File: src/trk_pkg.sv
// Package for the track 2 stripe reader: register map, codes, state record.
package trk_pkg;

    // ----------------------------------------------------------------
    // Register map (byte addresses, one 32-bit word each)
    // ----------------------------------------------------------------
    localparam int TRK_ADDR_W = 8;
    localparam logic [7:0] TRK_REG_CTRL = 8'h00;
    localparam logic [7:0] TRK_REG_STATUS = 8'h04;
    localparam logic [7:0] TRK_REG_RESULT = 8'h08;
    localparam logic [7:0] TRK_REG_BUF_BASE = 8'h40;
    localparam logic [7:0] TRK_REG_BUF_LAST = 8'h8C;

    // ----------------------------------------------------------------
    // Control fields
    // ----------------------------------------------------------------
    localparam int TRK_CTRL_START = 0;
    localparam int TRK_CTRL_EDGE_RISE = 1;
    localparam int TRK_CTRL_INVERT = 2;
    localparam int TRK_CTRL_ABORT_EN = 3;
    localparam int TRK_CTRL_ABORT_SEL_LO = 4;
    localparam int TRK_CTRL_ABORT_SEL_HI = 6;

    // ----------------------------------------------------------------
    // Status fields
    // ----------------------------------------------------------------
    localparam int TRK_STAT_BUSY = 0;
    localparam int TRK_STAT_DONE = 1;
    localparam int TRK_STAT_ERROR = 2;
    localparam int TRK_STAT_FRAMED = 3;
    localparam int TRK_STAT_PARITY = 4;
    localparam int TRK_STAT_LRC = 5;
    localparam int TRK_STAT_OVERFLOW = 6;
    localparam int TRK_STAT_ABORT = 7;
    localparam int TRK_STAT_COUNT_LO = 8;
    localparam int TRK_STAT_COUNT_HI = 13;

    // ----------------------------------------------------------------
    // Character format and limits
    // ----------------------------------------------------------------
    localparam int TRK_CHAR_BITS = 5;
    localparam logic [2:0] TRK_LAST_BIT = 3'h4;
    localparam logic [3:0] TRK_START_CODE = 4'hB;
    localparam logic [3:0] TRK_END_CODE = 4'hF;
    localparam int TRK_MAX_CHARS = 40;
    localparam logic [5:0] TRK_MAX_COUNT = 6'h28;
    localparam int TRK_BUF_BYTES = 20;
    localparam logic [7:0] TRK_RESULT_ERR = 8'hFF;
    localparam int TRK_NUM_ABORT = 8;

    // ----------------------------------------------------------------
    // Types
    // ----------------------------------------------------------------
    typedef enum logic [1:0] {
        TRK_IDLE,
        TRK_HUNT,
        TRK_CHAR,
        TRK_LRC
    } trk_phase_t;

    typedef struct packed {
        logic strobe_meta;
        logic strobe_sync;
        logic strobe_prev;
        logic data_meta;
        logic data_sync;
        logic [7:0] abort_meta;
        logic [7:0] abort_sync;
        logic edge_rise;
        logic invert;
        logic abort_en;
        logic [2:0] abort_sel;
        trk_phase_t phase;
        logic busy;
        logic done;
        logic err;
        logic framed;
        logic err_parity;
        logic err_lrc;
        logic err_overflow;
        logic err_abort;
        logic [4:0] shreg;
        logic [2:0] bitcnt;
        logic [5:0] count;
        logic [3:0] lrc;
        logic [TRK_MAX_CHARS-1:0][3:0] nib;
        logic [31:0] rdata;
    } trk_state_t;

    localparam trk_state_t TRK_STATE_RST = '0;

endpackage : trk_pkg

File: src/trk_reader.sv
// Track 2 stripe reader: strobe/data sampling, framing, checks, nibble buffer.
//
// The implementer's own choices: the placing of the registers and the address-and-strobe port.
`timescale 1ns/100ps
`default_nettype none

module trk_reader
    import trk_pkg::*;
(
    input wire logic mclk_in,
    input wire logic rst_in,
    input wire logic [TRK_ADDR_W-1:0] addr_in,
    input wire logic [31:0] wdata_in,
    input wire logic wr_in,
    input wire logic rd_in,
    output logic [31:0] rdata_out,
    input wire logic strobe_in,
    input wire logic data_in,
    input wire logic [TRK_NUM_ABORT-1:0] gpin_in,
    output logic busy_out,
    output logic done_out,
    output logic error_out
);

    trk_state_t r;
    trk_state_t next_r;

    // ----------------------------------------------------------------
    // Helpers
    // ----------------------------------------------------------------
    function automatic logic in_buffer(input logic [TRK_ADDR_W-1:0] a);
        in_buffer = (a >= TRK_REG_BUF_BASE) && (a <= TRK_REG_BUF_LAST) && (a[1:0] == 2'h0);
    endfunction : in_buffer

    function automatic logic [7:0] buffer_byte(
        input logic [TRK_MAX_CHARS-1:0][3:0] nib,
        input logic [TRK_ADDR_W-1:0] a
    );
        logic [TRK_ADDR_W-1:0] off;
        logic [5:0] k;
        off = a - TRK_REG_BUF_BASE;
        k = {off[6:2], 1'b0};
        buffer_byte = {nib[k], nib[k + 6'h01]};
    endfunction : buffer_byte

    // ----------------------------------------------------------------
    // Next-state logic
    // ----------------------------------------------------------------
    logic edge_hit;
    logic bit_in;
    logic [4:0] chr;
    logic parity_ok;
    logic aborting;

    always_comb begin
        next_r = r;
        // Two flops on every card and abort pin before any logic looks at it
        next_r.strobe_meta = strobe_in;
        next_r.strobe_sync = r.strobe_meta;
        next_r.strobe_prev = r.strobe_sync;
        next_r.data_meta = data_in;
        next_r.data_sync = r.data_meta;
        next_r.abort_meta = gpin_in;
        next_r.abort_sync = r.abort_meta;
        next_r.rdata = 32'h0000_0000;

        // Data flops share the strobe latency, so data_sync is the bit as it stood
        // at the edge; the card holds it through the whole active strobe phase.
        edge_hit = r.edge_rise ? (r.strobe_sync & ~r.strobe_prev)
                               : (~r.strobe_sync & r.strobe_prev);
        bit_in = r.data_sync ^ r.invert;
        chr = {bit_in, r.shreg[4:1]};
        parity_ok = ^chr;
        aborting = r.abort_en & r.abort_sync[r.abort_sel];

        if (r.phase != TRK_IDLE && aborting) begin
            // Checked every cycle while waiting, so a stalled card cannot hang us
            next_r.phase = TRK_IDLE;
            next_r.busy = 1'b0;
            next_r.done = 1'b1;
            next_r.err = 1'b1;
            next_r.err_abort = 1'b1;
        end else if (edge_hit) begin
            case (r.phase)
                TRK_IDLE: begin
                end
                TRK_HUNT: begin
                    // Sliding window: zeros and noise ahead of the sentinel just pass
                    next_r.shreg = chr;
                    if (chr[3:0] == TRK_START_CODE && parity_ok) begin
                        next_r.nib[0] = chr[3:0];
                        next_r.count = 6'h01;
                        next_r.lrc = chr[3:0];
                        next_r.bitcnt = 3'h0;
                        next_r.framed = 1'b1;
                        next_r.phase = TRK_CHAR;
                    end
                end
                TRK_CHAR: begin
                    next_r.shreg = chr;
                    next_r.bitcnt = r.bitcnt + 3'h1;
                    if (r.bitcnt == TRK_LAST_BIT) begin
                        next_r.bitcnt = 3'h0;
                        if (!parity_ok) begin
                            next_r.phase = TRK_IDLE;
                            next_r.busy = 1'b0;
                            next_r.done = 1'b1;
                            next_r.err = 1'b1;
                            next_r.err_parity = 1'b1;
                        end else if (r.count == TRK_MAX_COUNT) begin
                            next_r.phase = TRK_IDLE;
                            next_r.busy = 1'b0;
                            next_r.done = 1'b1;
                            next_r.err = 1'b1;
                            next_r.err_overflow = 1'b1;
                        end else begin
                            next_r.nib[r.count] = chr[3:0];
                            next_r.count = r.count + 6'h01;
                            next_r.lrc = r.lrc ^ chr[3:0];
                            if (chr[3:0] == TRK_END_CODE) begin
                                next_r.phase = TRK_LRC;
                            end
                        end
                    end
                end
                TRK_LRC: begin
                    // Redundancy nibble is compared only, never written to the buffer
                    next_r.shreg = chr;
                    next_r.bitcnt = r.bitcnt + 3'h1;
                    if (r.bitcnt == TRK_LAST_BIT) begin
                        next_r.bitcnt = 3'h0;
                        next_r.phase = TRK_IDLE;
                        next_r.busy = 1'b0;
                        next_r.done = 1'b1;
                        next_r.err_parity = ~parity_ok;
                        next_r.err_lrc = (chr[3:0] != r.lrc);
                        next_r.err = ~parity_ok | (chr[3:0] != r.lrc);
                    end
                end
                default: begin
                    next_r.phase = TRK_IDLE;
                    next_r.busy = 1'b0;
                end
            endcase
        end

        // ------------------------------------------------------------
        // Register port
        // ------------------------------------------------------------
        if (wr_in && addr_in == TRK_REG_CTRL) begin
            next_r.edge_rise = wdata_in[TRK_CTRL_EDGE_RISE];
            next_r.invert = wdata_in[TRK_CTRL_INVERT];
            next_r.abort_en = wdata_in[TRK_CTRL_ABORT_EN];
            next_r.abort_sel = wdata_in[TRK_CTRL_ABORT_SEL_HI:TRK_CTRL_ABORT_SEL_LO];
            // Start is ignored mid-transfer so a stray write cannot restart a frame
            if (wdata_in[TRK_CTRL_START] && r.phase == TRK_IDLE) begin
                next_r.phase = TRK_HUNT;
                next_r.busy = 1'b1;
                next_r.done = 1'b0;
                next_r.err = 1'b0;
                next_r.framed = 1'b0;
                next_r.err_parity = 1'b0;
                next_r.err_lrc = 1'b0;
                next_r.err_overflow = 1'b0;
                next_r.err_abort = 1'b0;
                next_r.shreg = 5'h00;
                next_r.bitcnt = 3'h0;
                next_r.count = 6'h00;
                next_r.lrc = 4'h0;
                next_r.nib = '0;
            end
        end

        if (rd_in) begin
            if (addr_in == TRK_REG_CTRL) begin
                next_r.rdata[TRK_CTRL_EDGE_RISE] = r.edge_rise;
                next_r.rdata[TRK_CTRL_INVERT] = r.invert;
                next_r.rdata[TRK_CTRL_ABORT_EN] = r.abort_en;
                next_r.rdata[TRK_CTRL_ABORT_SEL_HI:TRK_CTRL_ABORT_SEL_LO] = r.abort_sel;
            end else if (addr_in == TRK_REG_STATUS) begin
                next_r.rdata[TRK_STAT_BUSY] = r.busy;
                next_r.rdata[TRK_STAT_DONE] = r.done;
                next_r.rdata[TRK_STAT_ERROR] = r.err;
                next_r.rdata[TRK_STAT_FRAMED] = r.framed;
                next_r.rdata[TRK_STAT_PARITY] = r.err_parity;
                next_r.rdata[TRK_STAT_LRC] = r.err_lrc;
                next_r.rdata[TRK_STAT_OVERFLOW] = r.err_overflow;
                next_r.rdata[TRK_STAT_ABORT] = r.err_abort;
                next_r.rdata[TRK_STAT_COUNT_HI:TRK_STAT_COUNT_LO] = r.count;
            end else if (addr_in == TRK_REG_RESULT) begin
                // Signed result: characters stored, or -1 on any failure
                next_r.rdata[7:0] = r.err ? TRK_RESULT_ERR : {2'h0, r.count};
            end else if (in_buffer(addr_in)) begin
                next_r.rdata[7:0] = buffer_byte(r.nib, addr_in);
            end
        end
    end

    // ----------------------------------------------------------------
    // State register
    // ----------------------------------------------------------------
    always_ff @(posedge mclk_in or posedge rst_in) begin
        if (rst_in) begin
            r <= TRK_STATE_RST;
        end else begin
            r <= next_r;
        end
    end

    assign rdata_out = r.rdata;
    assign busy_out = r.busy;
    assign done_out = r.done;
    assign error_out = r.err;

endmodule : trk_reader

`default_nettype wire

File: config.mk
export PLATFORM = sky130hd
export DESIGN_NAME = trk_reader
export DESIGN_NICKNAME = d
export VERILOG_FILES = /design/src/trk_pkg.sv /design/src/trk_reader.sv
export SDC_FILE = /design/constraint.sdc
export NUM_CORES = 1
export LEC_CHECK = 0
export BUFFER_PORTS_ARGS = -buffer_cell sky130_fd_sc_hd__clkbuf_2
export CORE_ASPECT_RATIO = 0.6
export CORE_MARGIN = 4
export CORE_UTILIZATION = 23
export CTS_CLUSTER_SIZE = 30
export DETAILED_ROUTE_END_ITERATION = 6
export GPL_TIMING_DRIVEN = 0
export HOLD_SLACK_MARGIN = 0.08
export PLACE_DENSITY = 0.34
export SLEW_MARGIN = 40
export SYNTH_ARGS = -nofsm -noshare
export SYNTH_HDL_FRONTEND = slang
export SYNTH_SLANG_ARGS = --single-unit
File: constraint.sdc
create_clock -name mclk_in -period 8.4 [get_ports mclk_in]
set_input_delay 0.84 -clock mclk_in [delete_from_list [all_inputs] [get_ports mclk_in]]
set_output_delay 0.84 -clock mclk_in [all_outputs]
set_load 0.05 [all_outputs]
* After elaboration in Yosys (flattened, before gate mapping)
Cells that the tools add are included.
Cells by class: $add $sub $neg 4, $lt $le $gt $ge 7, equal/unequal tests 10, multiplexer cells 57, bitwise operators 9, reduce and logical (&&, ||, !) cells 12
Operators with widths (number):
- 2-to-1 mux 188 bit | 2
- 2-to-1 mux 178 bit | 2
- 2-to-1 mux 170 bit | 2
- 2-to-1 mux 173 bit | 1
- bitwise mux 160 bit | 1
- 2-to-1 mux 156 bit | 1
- 2-to-1 mux 8 bit | 4
- binary-select mux 4 bit (select 6 bit) | 1
- demux 4 bit (select 6 bit) | 1
- one-hot mux 8 bit (3 select lines) | 1
- less-than comparator 6 x 7 -> 1 bit (second input constant) | 3
- binary-select mux 4 bit (select 5 bit) | 1
- 2-to-1 mux 4 bit | 5
- 2-to-1 mux 5 bit | 4
- one-hot mux 10 bit (2 select lines) | 1
- 2-to-1 mux 14 bit | 1
- 2-to-1 mux 1 bit | 13
- 2-to-1 mux 13 bit | 1
- adder 6 x 1 -> 6 bit (second input constant) | 2
- 2-to-1 mux 6 bit | 2
- 2-to-1 mux 9 bit | 1
- equality test 4 bit (second input constant) | 2
- equality test 8 x 3 -> 1 bit (second input constant) | 1
- equality test 8 x 4 -> 1 bit (second input constant) | 1
- 29 further kinds | 45
Word-level totals: register bits after elaboration 229, input bits 54, logic and storage cells 164

* Longest topological paths before layout
word-level depth 13, depth in mapped cells 10

* Least setup slack after synthesis
Ideal clock, no wire load.
path type input -> register, start input port addr_in[4], end register r[219] in the netlist's numbering, arrival time 2.472 ns, path slack 5.794 ns, stages 8, buffers on the path 3, path through buf_6 -> or4_1 -> buf_2 -> nor4b_2 -> nand4_2 -> buf_2 -> o2111ai_1 -> o21ai_1
RTL lines:
- from (decl) | RTL line trk_reader.sv:12 | input wire logic [TRK_ADDR_W-1:0] addr_in,
- to (signal assigned) | RTL line trk_reader.sv:206 | r <= next_r;
- to (decl) | RTL line trk_reader.sv:25 | trk_state_t r;

==> flow_metrics.env <==
export IMPL_outcome="complete, no violations"
export IMPL_die_area_um2=60300
export IMPL_synthArstFlopShare=1.00
export IMPL_synth_ff_latch_count=228
export IMPL_final_area_um2=15100
export IMPL_pwr_share_comb=0.284
export IMPL_hold_viol=0
export IMPL_netSwitchingFraction=0.400
export IMPL_period_minus_slack_ps=3840
export IMPL_wl_per_cell_um=26.0
export IMPL_grt_max_degree=69
export IMPL_slew_violations=0
export IMPL_path_max_fanout=10
export IMPL_grt_pass1_vias=11636
export IMPL_max_freq_mhz=260
export IMPL_vdd_ir_drop_worst_uv=118
export IMPL_gp_congestion=0.832
export IMPL_grt_pass1_wl_mm=85.2
export IMPL_worst_hold_slack_ps=269
export IMPL_regArea_um2=5710
export IMPL_cts_tree="yes"
export IMPL_rsz0062_at_grt="false"
export IMPL_syn_area_um2=13000
export IMPL_p_int_mw=2.01
export IMPL_vias_per_cell=5.34
export IMPL_synth_xor_area_frac=0.00657
export IMPL_slew_headroom=0.427
export IMPL_clk_pin_slew_ps=70
export IMPL_p_leak_nw=5.03
export IMPL_antenna_found_initial=2
export IMPL_pwr_share_seq=0.365
export IMPL_fin_crit_sh=0.457
export IMPL_area_growth_pct=16.7
export IMPL_placed_area_um2=14300
export IMPL_p_per_area_nw_per_um2=221
export IMPL_core_um2=55700
export IMPL_fillCellCount=6014
export IMPL_fin_nets=1528
export IMPL_drive_above_1_share=0.169
export IMPL_drt_first_pass_iters=7
export IMPL_track_usage=0.191
export IMPL_synth_edf_count=0
export IMPL_yosys_warnings=0
export IMPL_synth_seq_area_share=0.441
export IMPL_ios=89
export IMPL_hold_path_class="in2async"
export IMPL_multiInputGateArea_um2=6360
export IMPL_first_iter_violations=1347
export IMPL_synth_top_family_by_area="compound AO/OA/AOI/OAI gates"
export IMPL_cts_sinks=228
export IMPL_start_util=0.232
export IMPL_clk_latency_ps=570
export IMPL_portBuffers=40
export IMPL_worst_pin_slew_ps=853
export IMPL_avgSynthCellArea_um2=9.43
export IMPL_root_buffer="clkbuf_16"
export IMPL_synth_compound_area_share=0.188
export IMPL_synth_fa_ha_area_frac=0.0116
export IMPL_numCtsBuffers=26
export IMPL_rows=67
export IMPL_post_cts_resized=0
export IMPL_path_class="reg2reg"
export IMPL_switchingPower_mw=1.34
export IMPL_setup_viol=0
export IMPL_wirelength_mm=58.3
export IMPL_cts_buffer_depth=3
export IMPL_syn_inst=1374
export IMPL_end_kind="flop"
export IMPL_drcViolationCount=0
export IMPL_synthFlopType="dfrtp_1"
export IMPL_hpwl_mm=43.6
export IMPL_clkPwrFrac=0.351
export IMPL_ant_nets=0
export IMPL_num_vias=11937
export IMPL_drv_cap=0
export IMPL_post_cts_buffers=0
export IMPL_overflow=0
export IMPL_skew_ps=16.8
export IMPL_synth_mux_area_frac=0.0933
export IMPL_critPathLaunchType="flop"
export IMPL_worstPathRequired_ps=8800
export IMPL_fp_dieW_um=314
export IMPL_p_total_mw=3.35
export IMPL_cp_arrival_ps=4240
export IMPL_cts_hold_buf=0
export IMPL_htreeDepth=1
export IMPL_synth_simple_area_share=0.185
export IMPL_yosysUniqueCellTypes=71
export IMPL_fp_dieH_um=192
==> registers in the layout, summed over array words and instances, names as in the netlist <==
register   flops
r            196
rdata_out     14
next_r        11
chr            4
busy_out       1
done_out       1
error_out      1
==> cell families after synthesis <==
kind of cell    count (synthesis)
compound gates                440
simple gates                  431
flops                         228
buf+inv                       193
mux                            61
fa+ha+maj                      12
xor+xnor                        8
other cells                     1
==> worst paths after layout <==
check	start	to	slack [ps]	cells past startpoint
max	chr[2]$_DFF_PP0_	r[201]$_DFF_PP0_	4560	10
min	rst_in	rdata_out[2]$_DFF_PP0_	270	2
max reg2reg	chr[2]$_DFF_PP0_	r[201]$_DFF_PP0_	4560	10
min reg2reg	next_r[242]$_DFF_PP0_	r[242]$_DFF_PP0_	350	0
max in group asynchronous	rst_in	r[103]$_DFF_PP0_	7050	4
min in group mclk_in	next_r[242]$_DFF_PP0_	r[242]$_DFF_PP0_	350	0
==> final cells by class <==
type	instances	area share
antenna	1	0.000166
buffer	175	0.0599
clock buffer	34	0.0484
clock inverter	9	0.00638
inverter	18	0.00497
multi-input combinational	970	0.421
sequential	228	0.378
tap	759	0.0628
timing repair buffer	43	0.0187
==> metal layers <==
layer	vias to the layer above	global-route usage	share of wire
li1	5289	-	-
met1	6214	0.326	0.55
met2	386	0.236	0.36
met3	46	0.0477	0.075
met4	2	0.0215	0.011
met5	-	0	0.00022
==> per-stage QoR <==
step | worst slack (ps) | setup TNS [ps] | cells | utilization
after global placement | -2260 | -507420 | 2190 | 0.254
after floorplan | 1310 | 0 | 1391 | -
after global routing | 4460 | 0 | 2236 | 0.271
after detailed placement | 4810 | 0 | 2193 | 0.256
final | 4560 | 0 | 2237 | 0.271
after CTS | 4780 | 0 | 2236 | 0.271
==> cell usage in the layout, fill, tap and decap left out, types with 7 or more instances in the layout <==
cell type	count
o31ai_1	15
conb_1	18
nor3_1	19
clkbuf_2	46
o31a_1	8
nor4_1	11
a31oi_1	11
ha_1	12
mux4_2	47
nand3_1	160
clkbuf_16	26
buf_2	33
inv_1	17
nand2_1	51
nor2_1	51
a21oi_1	184
nand4_1	46
nor2b_1	7
dfrtp_1	228
o21ai_0	173
clkbuf_1	83
buf_4	49
o22ai_1	7
mux2_2	8
and4_1	41
==> cell usage after synthesis (6+ instances only) <==
library cell	number	share of area
mux2_2	8	0.0070
or3b_2	6	0.0041
o22ai_1	7	0.0034
o31ai_1	15	0.0087
buf_4	49	0.028
nor2b_1	7	0.0034
nor2_1	51	0.015
xnor2_1	6	0.0041
buf_1	6	0.0017
a31oi_1	11	0.0053
inv_1	18	0.0052
mux2i_1	6	0.0046
nand3_1	160	0.062
a21oi_1	184	0.071
buf_2	32	0.012
o31a_1	8	0.0054
nor4_1	12	0.0058
mux4_2	47	0.082
clkbuf_1	86	0.025
and4_1	41	0.028
ha_1	12	0.012
nand4_1	46	0.022
nor3_1	19	0.0073
nand2_1	51	0.015
dfrtp_1	228	0.44
o21ai_0	173	0.067
==> power by group through the flow <==
stage          combinational (mW)  clock, mW  sequential (mW)
3_3_place_gp                0.908          0             1.24
5_1_grt                      1.01       1.24             1.23
2_1_floorplan               0.532          0             1.21
3_5_place_dp                0.919          0             1.24
4_1_cts                     0.922       1.20             1.22
6_report                    0.952       1.17             1.22
==> worst max-delay path: stages (launching register included) <==
cell      delay, ps
dfrtp_1         350
buf_2           370
inv_1           210
ha_1            350
xnor2_1         350
xnor2_1         210
buf_2           400
clkbuf_1        600
a21oi_1         150
o311ai_0        390
o21ai_0         260
Note: power is estimated with default switching activity, not from simulation.
